### src/hdl/temp_limit_pkg.sv
// package: register map, reset values, command fields and timing of the limit-register link
// assumes: shared by the serial front end, the alert logic and the top module
package temp_limit_pkg;
  // ==========================================
  // register addresses (command bits 5:3)
  localparam logic [2:0] ADDR_HYST = 3'h5;
  localparam logic [2:0] ADDR_UPPER = 3'h6;
  localparam logic [2:0] ADDR_LOWER = 3'h7;
  localparam logic [2:0] ADDR_CRIT = 3'h4;
  // ==========================================
  // reset values
  localparam logic [7:0] HYST_RESET = 8'h05;
  localparam logic [15:0] UPPER_RESET = 16'h2000;
  localparam logic [15:0] LOWER_RESET = 16'h0500;
  localparam logic [15:0] CRIT_RESET = 16'h4980;
  // ==========================================
  // command byte layout
  localparam int CMD_DIR_BIT = 6;
  localparam int CMD_ADDR_MSB = 5;
  localparam int CMD_ADDR_LSB = 3;
  localparam int CMD_BITS = 8;
  // hysteresis field: four low bits, whole degrees
  localparam int HYST_FIELD_MSB = 3;
  // one degree in the 13-bit temperature format (bit 7 = 1 degree)
  localparam int DEGREE_SHIFT = 7;
  // ==========================================
  // timing
  localparam int ONES_RESET_COUNT = 32;
  localparam int CLOCK_PERIOD_NS = 50;
  localparam int RESET_GUARD_US = 500;
  localparam int RESET_GUARD_CYCLES = (RESET_GUARD_US * 1000 + CLOCK_PERIOD_NS - 1)
      / CLOCK_PERIOD_NS;
endpackage

### src/hdl/link_sync.sv
// two-stage synchroniser for one pin level
// assumes: input is asynchronous to CLOCK
`timescale 1ns/1ns
module link_sync #(
  parameter logic INIT = 1'b0
) (
  input wire logic clk,
  input wire logic rst,
  input wire logic pin,
  output logic level
);
  logic meta_reg;
  always_ff @(posedge clk) begin
    if (rst) begin
      meta_reg <= INIT;
      level <= INIT;
    end else begin
      meta_reg <= pin;
      level <= meta_reg;
    end
  end
endmodule

### src/hdl/limit_alert.sv
// alert logic: limit comparison with hysteresis, comparator or interrupt behaviour
// assumes: temperature and setpoints in 16-bit two's complement, clear_pulse on any read
`timescale 1ns/1ns
module limit_alert (
  input wire logic clk,
  input wire logic rst,
  input wire logic [15:0] temperature,
  input wire logic [15:0] upper_limit,
  input wire logic [15:0] lower_limit,
  input wire logic [15:0] critical_limit,
  input wire logic [7:0] hysteresis,
  input wire logic comparator_mode,
  input wire logic clear_pulse,
  output logic limit_alert,
  output logic critical_alert
);
  logic signed [17:0] temp_s;
  logic signed [17:0] hyst_s;
  logic over;
  logic under;
  logic over_release;
  logic under_release;
  logic crit_over;
  logic crit_release;
  logic fault_seen_reg;
  logic comp_state_reg;
  always_comb begin
    temp_s = 18'(signed'(temperature));
    hyst_s = 18'(hysteresis[temp_limit_pkg::HYST_FIELD_MSB:0]) << temp_limit_pkg::DEGREE_SHIFT;
    over = temp_s > 18'(signed'(upper_limit)); // [RULE3]
    under = temp_s < 18'(signed'(lower_limit)); // [RULE4]
    // thresholds at which the alert lets go again
    over_release = temp_s < 18'(signed'(upper_limit)) - hyst_s; // [RULE2]
    under_release = temp_s > 18'(signed'(lower_limit)) + hyst_s; // [RULE2]
    crit_over = temp_s > 18'(signed'(critical_limit)); // [RULE24]
    crit_release = temp_s < 18'(signed'(critical_limit)) - hyst_s; // [RULE2]
  end
  // comparator: held from crossing until past the hysteresis band
  always_ff @(posedge clk) begin
    if (rst) begin
      comp_state_reg <= 1'b0;
    end else if (over || under) begin
      comp_state_reg <= 1'b1;
    end else if (over_release && under_release) begin
      comp_state_reg <= 1'b0; // [RULE22]
    end
  end
  // interrupt: one alert per crossing; a read clears, a new crossing re-arms
  logic int_alert_reg;
  logic crossing;
  assign crossing = (over || under) && !fault_seen_reg;
  always_ff @(posedge clk) begin
    if (rst) begin
      int_alert_reg <= 1'b0;
      fault_seen_reg <= 1'b0;
    end else begin
      if (crossing) begin
        int_alert_reg <= 1'b1; // set wins over a read in the same cycle [RULE23]
      end else if (clear_pulse) begin
        int_alert_reg <= 1'b0; // [RULE23]
      end
      if (over || under) begin
        fault_seen_reg <= 1'b1;
      end else if (over_release && under_release) begin
        fault_seen_reg <= 1'b0;
      end
    end
  end
  always_ff @(posedge clk) begin
    if (rst) begin
      limit_alert <= 1'b0;
      critical_alert <= 1'b0;
    end else begin
      limit_alert <= comparator_mode ? comp_state_reg : int_alert_reg;
      if (crit_over) begin
        critical_alert <= 1'b1; // [RULE24]
      end else if (crit_release) begin
        critical_alert <= 1'b0;
      end
    end
  end
endmodule

### src/hdl/temp_limit_spi.sv
// top: serial slave holding the hysteresis, upper, lower and critical limit setpoints
// assumes: pins are asynchronous to CLOCK; SCLK is far slower than CLOCK (400 ns vs 50 ns)
//
// Function
// (RULE1) hysteresis setpoint is 8-bit register 0x05, low nibble 0..15 degrees.
// (RULE2) hysteresis subtracts from upper and critical limits, adds to lower limit.
// (RULE3) temperature above upper limit (0x06) raises the limit alert.
// (RULE4) temperature below lower limit (0x07) raises the limit alert.
// (RULE5) limits are 16-bit two's complement; reset 0x2000 upper, 0x0500 lower.
// (RULE6) hysteresis resets to 5; bits 7:4 read/write without function.
// (RULE7) data in sampled on rising clock edges, data out changes on falling edges.
// (RULE8) master starts with select falling, then an eight-bit command byte.
// (RULE9) master keeps command bits 7, 2, 1, 0 at zero.
// (RULE10) command bit 6 is one for read, zero for write.
// (RULE11) command bits 5:3 give the address; one register per transaction.
// (RULE12) write shifts 8 or 16 data bits into the register; select rise ends.
// (RULE13) master opens a new select frame for every register write.
// (RULE14) read gives 8 or 16 bits, first on first falling edge after command.
// (RULE15) master ends a read by raising select after the data clocks.
// (RULE16) frame sync: first bit driven at select fall; free-running clock tolerated.
// (RULE17) select held low gives a three-wire link.
// (RULE18) microcontroller masters should idle the serial clock high.
// (RULE19) 32 consecutive ones on data in reset the interface to command wait.
// (RULE20) that reset also returns all registers to their defaults.
// (RULE21) master waits 500 us after an interface reset.
// (RULE22) comparator mode releases the alert past the hysteresis band.
// (RULE23) interrupt mode clears the alert on any read, re-arms on a new crossing.
// (RULE24) critical alert when temperature exceeds the critical setpoint.
// (RULE25) all bits travel most significant bit first.
`timescale 1ns/1ns
module temp_limit_spi (
  input wire logic CLOCK,
  input wire logic RESET,
  input wire logic SCLK,
  input wire logic CS_N,
  input wire logic DIN,
  output logic DOUT,
  output logic DOUT_OE,
  input wire logic [15:0] TEMPERATURE,
  input wire logic COMPARATOR_MODE,
  output logic LIMIT_ALERT,
  output logic CRITICAL_ALERT,
  output logic LINK_RESET_SEEN
);
  // ==========================================
  // pin synchronisers
  logic sclk_s;
  logic cs_n_s;
  logic din_s;
  link_sync #(.INIT(1'b1)) u_sync_sclk (.clk(CLOCK), .rst(RESET), .pin(SCLK), .level(sclk_s));
  link_sync #(.INIT(1'b1)) u_sync_cs (.clk(CLOCK), .rst(RESET), .pin(CS_N), .level(cs_n_s));
  link_sync #(.INIT(1'b0)) u_sync_din (.clk(CLOCK), .rst(RESET), .pin(DIN), .level(din_s));
  // ==========================================
  // edge detection on synchronised levels
  logic sclk_d_reg;
  logic cs_n_d_reg;
  logic rise;
  logic fall;
  logic cs_fall;
  always_ff @(posedge CLOCK) begin
    if (RESET) begin
      sclk_d_reg <= 1'b1;
      cs_n_d_reg <= 1'b1;
    end else begin
      sclk_d_reg <= sclk_s;
      cs_n_d_reg <= cs_n_s;
    end
  end
  assign rise = sclk_s && !sclk_d_reg && !cs_n_s; // [RULE7]
  assign fall = !sclk_s && sclk_d_reg && !cs_n_s; // [RULE7]
  assign cs_fall = !cs_n_s && cs_n_d_reg; // [RULE8]
  // ==========================================
  // run-of-ones detector
  logic [5:0] ones_reg;
  logic ones_reset;
  always_ff @(posedge CLOCK) begin
    if (RESET) begin
      ones_reg <= 6'h00;
    end else if (rise) begin
      if (!din_s) begin
        ones_reg <= 6'h00;
      end else if (ones_reg < 6'(temp_limit_pkg::ONES_RESET_COUNT)) begin
        ones_reg <= ones_reg + 6'h01;
      end
    end else if (ones_reset) begin
      ones_reg <= 6'h00;
    end
  end
  assign ones_reset = ones_reg == 6'(temp_limit_pkg::ONES_RESET_COUNT); // [RULE19]
  logic soft_rst;
  assign soft_rst = RESET || ones_reset; // [RULE20]
  always_ff @(posedge CLOCK) begin
    if (RESET) begin
      LINK_RESET_SEEN <= 1'b0;
    end else begin
      LINK_RESET_SEEN <= ones_reset;
    end
  end
  // ==========================================
  // transaction state machine
  typedef enum logic [2:0] {
    ST_CMD = 3'b001,
    ST_WRITE = 3'b010,
    ST_READ = 3'b100
  } link_state_t;
  link_state_t state_reg;
  logic [4:0] bit_reg;
  logic [15:0] shift_reg;
  logic [2:0] addr_reg;
  logic [4:0] data_len;
  logic [7:0] hyst_reg;
  logic [15:0] upper_reg;
  logic [15:0] lower_reg;
  logic [15:0] crit_reg;
  logic [15:0] read_word;
  logic [7:0] cmd_byte;
  logic [2:0] cmd_addr;
  logic wr_done;
  logic read_pulse;
  assign cmd_byte = {shift_reg[6:0], din_s}; // [RULE25]
  assign cmd_addr = cmd_byte[temp_limit_pkg::CMD_ADDR_MSB:temp_limit_pkg::CMD_ADDR_LSB]; // [RULE11]
  function automatic logic [4:0] width_of(input logic [2:0] a);
    width_of = (a == temp_limit_pkg::ADDR_HYST) ? 5'd8 : 5'd16;
  endfunction
  assign data_len = width_of(addr_reg); // [RULE12] [RULE14]
  always_comb begin
    case (addr_reg)
      temp_limit_pkg::ADDR_HYST: read_word = {hyst_reg, 8'h00};
      temp_limit_pkg::ADDR_UPPER: read_word = upper_reg;
      temp_limit_pkg::ADDR_LOWER: read_word = lower_reg;
      temp_limit_pkg::ADDR_CRIT: read_word = crit_reg;
      default: read_word = 16'h0000;
    endcase
  end
  assign wr_done = rise && state_reg == ST_WRITE && bit_reg == data_len - 5'd1;
  always_ff @(posedge CLOCK) begin
    if (soft_rst || cs_n_s) begin
      state_reg <= ST_CMD; // select high or run of ones: await a command [RULE19]
      bit_reg <= 5'd0;
      shift_reg <= 16'h0000;
      addr_reg <= 3'h0;
    end else if (rise) begin
      shift_reg <= {shift_reg[14:0], din_s}; // [RULE25]
      case (state_reg)
        ST_CMD: begin
          if (bit_reg == 5'(temp_limit_pkg::CMD_BITS - 1)) begin
            bit_reg <= 5'd0;
            addr_reg <= cmd_addr;
            // [RULE10]
            state_reg <= cmd_byte[temp_limit_pkg::CMD_DIR_BIT] ? ST_READ : ST_WRITE;
          end else begin
            bit_reg <= bit_reg + 5'd1;
          end
        end
        ST_WRITE, ST_READ: begin
          if (bit_reg == data_len - 5'h01) begin
            // one register per command; back to command wait so that a select
            // tied low can carry the next command [RULE11] [RULE17]
            bit_reg <= 5'h00;
            state_reg <= ST_CMD;
          end else begin
            bit_reg <= bit_reg + 5'h01;
          end
        end
        default: state_reg <= ST_CMD;
      endcase
    end
  end
  // ==========================================
  // setpoint registers, one process each; the run-of-ones reset restores them all
  logic [15:0] wr_word;
  assign wr_word = {shift_reg[14:0], din_s}; // last data bit joins the shifted ones [RULE25]
  always_ff @(posedge CLOCK) begin
    if (soft_rst) begin
      hyst_reg <= temp_limit_pkg::HYST_RESET; // [RULE6] [RULE20]
    end else if (wr_done && addr_reg == temp_limit_pkg::ADDR_HYST) begin
      // bits 7:4 are stored and read back though nothing uses them
      hyst_reg <= wr_word[7:0]; // [RULE1] [RULE6]
    end
  end
  always_ff @(posedge CLOCK) begin
    if (soft_rst) begin
      upper_reg <= temp_limit_pkg::UPPER_RESET; // [RULE5] [RULE20]
    end else if (wr_done && addr_reg == temp_limit_pkg::ADDR_UPPER) begin
      upper_reg <= wr_word; // [RULE12]
    end
  end
  always_ff @(posedge CLOCK) begin
    if (soft_rst) begin
      lower_reg <= temp_limit_pkg::LOWER_RESET; // [RULE5] [RULE20]
    end else if (wr_done && addr_reg == temp_limit_pkg::ADDR_LOWER) begin
      lower_reg <= wr_word; // [RULE12]
    end
  end
  always_ff @(posedge CLOCK) begin
    if (soft_rst) begin
      crit_reg <= temp_limit_pkg::CRIT_RESET; // [RULE20]
    end else if (wr_done && addr_reg == temp_limit_pkg::ADDR_CRIT) begin
      crit_reg <= wr_word;
    end
  end
  // ==========================================
  // read data output
  // a read needs the command's last rising edge; the first bit goes out on the next falling
  // edge, or at select fall for frame sync where nothing is pending yet
  logic [15:0] out_reg;
  logic read_arm_reg;
  always_ff @(posedge CLOCK) begin
    if (soft_rst || cs_n_s) begin
      out_reg <= 16'h0000;
      read_arm_reg <= 1'b0;
      DOUT <= 1'b0;
    end else begin
      if (rise && state_reg == ST_CMD && bit_reg == 5'(temp_limit_pkg::CMD_BITS - 1)) begin
        read_arm_reg <= cmd_byte[temp_limit_pkg::CMD_DIR_BIT];
      end
      if (cs_fall) begin
        DOUT <= 1'b0; // frame sync drives the line at select fall [RULE16]
      end else if (fall && read_arm_reg) begin
        read_arm_reg <= 1'b0;
        DOUT <= read_word[15]; // first falling edge after the command [RULE14]
        out_reg <= {read_word[14:0], 1'b0};
      end else if (fall && state_reg == ST_READ) begin
        DOUT <= out_reg[15]; // [RULE25] [RULE7]
        out_reg <= {out_reg[14:0], 1'b0};
      end
    end
  end
  assign read_pulse = fall && read_arm_reg;
  always_ff @(posedge CLOCK) begin
    if (RESET) begin
      DOUT_OE <= 1'b0;
    end else begin
      DOUT_OE <= !cs_n_s; // 3-wire: select tied low keeps output on [RULE17]
    end
  end
  // ==========================================
  // alert logic
  limit_alert u_alert (
    .clk(CLOCK),
    .rst(soft_rst),
    .temperature(TEMPERATURE),
    .upper_limit(upper_reg),
    .lower_limit(lower_reg),
    .critical_limit(crit_reg),
    .hysteresis(hyst_reg),
    .comparator_mode(COMPARATOR_MODE),
    .clear_pulse(read_pulse), // any read clears the interrupt-mode alert [RULE23]
    .limit_alert(LIMIT_ALERT),
    .critical_alert(CRITICAL_ALERT)
  );
endmodule

### config.mk
export PLATFORM = sky130hd
export DESIGN_NAME = temp_limit_spi
export DESIGN_NICKNAME = d
export VERILOG_FILES = /design/src/hdl/temp_limit_pkg.sv /design/src/hdl/link_sync.sv /design/src/hdl/limit_alert.sv /design/src/hdl/temp_limit_spi.sv
export SDC_FILE = /design/constraint.sdc
export NUM_CORES = 1
export LEC_CHECK = 0
export BUFFER_PORTS_ARGS = -buffer_cell sky130_fd_sc_hd__buf_2
export CAP_MARGIN = 20
export CORE_MARGIN = 4
export CORE_UTILIZATION = 57
export CTS_CLUSTER_DIAMETER = 80
export DETAILED_ROUTE_END_ITERATION = 6
export GPL_TIMING_DRIVEN = 0
export PLACE_DENSITY = 0.79
export SLEW_MARGIN = 20
export SYNTH_ARGS = -nofsm -noshare
export SYNTH_HDL_FRONTEND = slang
export SYNTH_SLANG_ARGS = --single-unit
### constraint.sdc
create_clock -name CLOCK -period 4 [get_ports CLOCK]
set_input_delay 0.8 -clock CLOCK [delete_from_list [all_inputs] [get_ports CLOCK]]
set_output_delay 0.8 -clock CLOCK [all_outputs]
set_load 0.05 [all_outputs]
==> run summary <==
Result of the run = finished, final reports clean
CTS buffer count = 17
Post-synthesis sequential area ratio = 31.5%
Arrival time at the worst endpoint = 3760 ps
Fraction of final layout cells with drive strength greater than 1 = 11.3%
Die H = 123 um
Critical Path Source Type = flop
Cell area after technology mapping = 0.00757 mm2
Leading post-synthesis cells by instance count = 119 x dfxtp_1, 103 x nand2_1, 93 x ha_1, 90 x nor2_1, 73 x inv_1
Setup repair bufs after CTS = 0
CP Max Fanout = 5
Number of nets in the synthesized netlist = 1,005
Most frequent cell after synthesis = dfxtp_1
Yosys Warn Count = 0
Worst slew margin relative to its limit = 31.1%
Router iterations before antenna repair = 5
Actual slew at the worst max-slew pin = 1030 ps
Detailed-route wire length per cell = 17.6 um
Global-route total usage across every layer = 27.0%
Worst setup margin = 538 ps
Synth-to-Final Area Change = 12.3%
Worst IR Drop VDD = 0.000375 V
Final Setup Violations = 0
Sum of negative setup slack = 0 ps
Synth top area share = 31.5%
Number of ports placed on the die boundary = 27
Initial antenna violation count = 0
RSZ-0062 raised after global routing = no
Via count of the first global-routing pass = 6,189
Minimum clock period = 3460 ps
Final standard cell utilization of the core = 66.3%
Maximum number of pins on one net before global-route repair = 17
Highest clock rate = 289 MHz
Most area-hungry cell type in the Yosys netlist = dfxtp_1
Via count = 6,589
Pre-CTS setup slack = 585 ps
Final routed wirelength across all metal layers = 19.7 mm
Worst Hold Margin = 409 ps
Iteration-0 DRC count of the detailed router = 506
Count of antenna diodes in the layout = 0
Wire length of the first global-routing pass = 31.5 mm
Type of the worst setup path = reg2reg
# nets final = 1,050
CTS Hold Bufs = 0
Detailed-placement wirelength estimate = 15.0 mm
Count of H-tree levels built during CTS = 4
Post-Synthesis Cells = 887
Clock-pin slew on the worst setup and hold paths = 60 ps
# clock sinks = 119
Primary FF master, synth = dfxtp_1
Share of the clock period used by the worst path = 86.5%
Post-route antenna net violation count = 0
Total count of max-transition violations in the final report = 0
Resized Gates After CTS = 0
Total global routing overflow = 0
Power per Cell Area = 341 mW/mm2
Final hold viol count = 0
Final setup skew = 9.51 ps
Number of max-cap violations = 0
Clock Root Buffer = clkbuf_16
Number of enable flip-flop cells after synthesis = 0
Initial core utilization = 59.0%
Worst-skew pair later-pin latency = 420 ps
Leakage power = 3.48 nW
Synth cell types = 66
Number of register bits inferred by synthesis = 119
Width of the chip = 123 um
Average vias per placed instance = 5.90
Area of the die = 0.0152 mm2
Final weighted congestion in routability-driven placement = 0.942
Type of destination of the critical path = flop
Maximum count of clock buffers along a single path = 2
Number of placement rows = 41
Floorplan Core Area = 0.0128 mm2
TritonCTS clock tree = built
Async set or reset register ratio after synthesis = 0%
Cell types occupying the most area after synthesis = dfxtp_1 31%, ha_1 15%, mux2i_1 6.7%
Path category of the worst min-delay check = reg2reg
# port buffers = 26
Data required time of the worst path = 4300 ps
Internal reg-to-reg setup slack = 540 ps
Number of design rule violations left after detail routing = 0
Avg Inst Size Synth = 8.54 um2
-- per-stage QoR --
stage               cells  power [mW]  area [um2]
global route         1117        3.00        8510
global placement     1085        1.40        7920
floorplan             887        1.34        7570
finish               1117        2.90        8510
detailed placement   1085        1.41        7920
CTS                  1117        2.91        8510
-- per-layer routing --
layer,global-route usage [%],routed length (um),vias up
met5,0,0,-
li1,-,-,3228
met2,43.0,9010,229
met4,9.97,640,0
met1,35.7,8640,3084
met3,6.45,1420,48
-- final timing paths --
check,startpoint,endpoint,cells after the start
worst max-delay path,hyst_reg[1],u_alert.comp_state_reg,14
worst min-delay path,u_sync_sclk.meta_reg,u_sync_sclk.level,1
worst max register to register,hyst_reg[1],u_alert.comp_state_reg,14
worst min register to register,u_sync_sclk.meta_reg,u_sync_sclk.level,1
-- kinds of logic (layout without fill, tap and decap cells) --
family | after synthesis | after routing | synth area share (%)
AND/OR/NAND/NOR | 309 | 309 | 19.8
XOR/XNOR | 29 | 29 | 3.45
AO/OA/AOI/OAI | 164 | 164 | 13.8
multiplexers | 60 | 60 | 9.27
flip-flops | 119 | 119 | 31.5
buffers and inverters | 110 | 168 | 6.06
adder cells (fa/ha/maj) | 96 | 96 | 16.2
-- where the power goes --
group	total [mW]	internal (mW)	leakage (nW)	switching, mW
logic	0.181	0.0681	2.24	0.113
clock network	1.52	0.939	0.281	0.581
registers	1.20	1.20	0.961	0.00787
total	2.90	2.20	3.48	0.702
-- worst max-delay path: stages (launching register included) --
cell and delay, ps:
dfxtp_1 400, inv_1 190, ha_1 340, a21o_1 180, a21o_1 200, a211oi_1 470, nand3_1 170, xnor2_1 150
ha_1 290, a21o_1 180, a21oi_1 190, o211a_1 210, nand3_1 90, a41oi_1 210, nand3_1 90
-- cell usage in the layout (no fill, tap or decap), types with 8 or more instances in the layout --
cell type	netlist	final
nand3_1	17	17
inv_1	73	73
nor2_1	90	90
nand4_1	21	21
buf_2	13	39
mux4_2	8	8
o21ai_0	26	26
clkbuf_16	0	17
mux2i_1	51	51
ha_1	93	93
nor3_1	26	26
dfxtp_1	119	119
clkbuf_1	17	18
xnor2_1	21	21
nand2_1	103	103
a21o_1	17	17
nor2b_1	10	10
a21oi_1	64	64
o211ai_1	9	9
a221oi_1	15	15
-- layout make-up --
| cell class | count | area (um2) |
|---|---|---|
| Inverter | 74 | 278 |
| Clock buffer | 19 | 443 |
| Clock inverter | 13 | 145 |
| Sequential cell | 119 | 2380 |
| Timing Repair Buffer | 26 | 130 |
| Buffer | 36 | 181 |
| Multi-Input combinational cell | 658 | 4730 |
| Fill cell | 1053 | 4320 |
| Tap cell | 172 | 215 |
(Power assumes the default switching activity.)
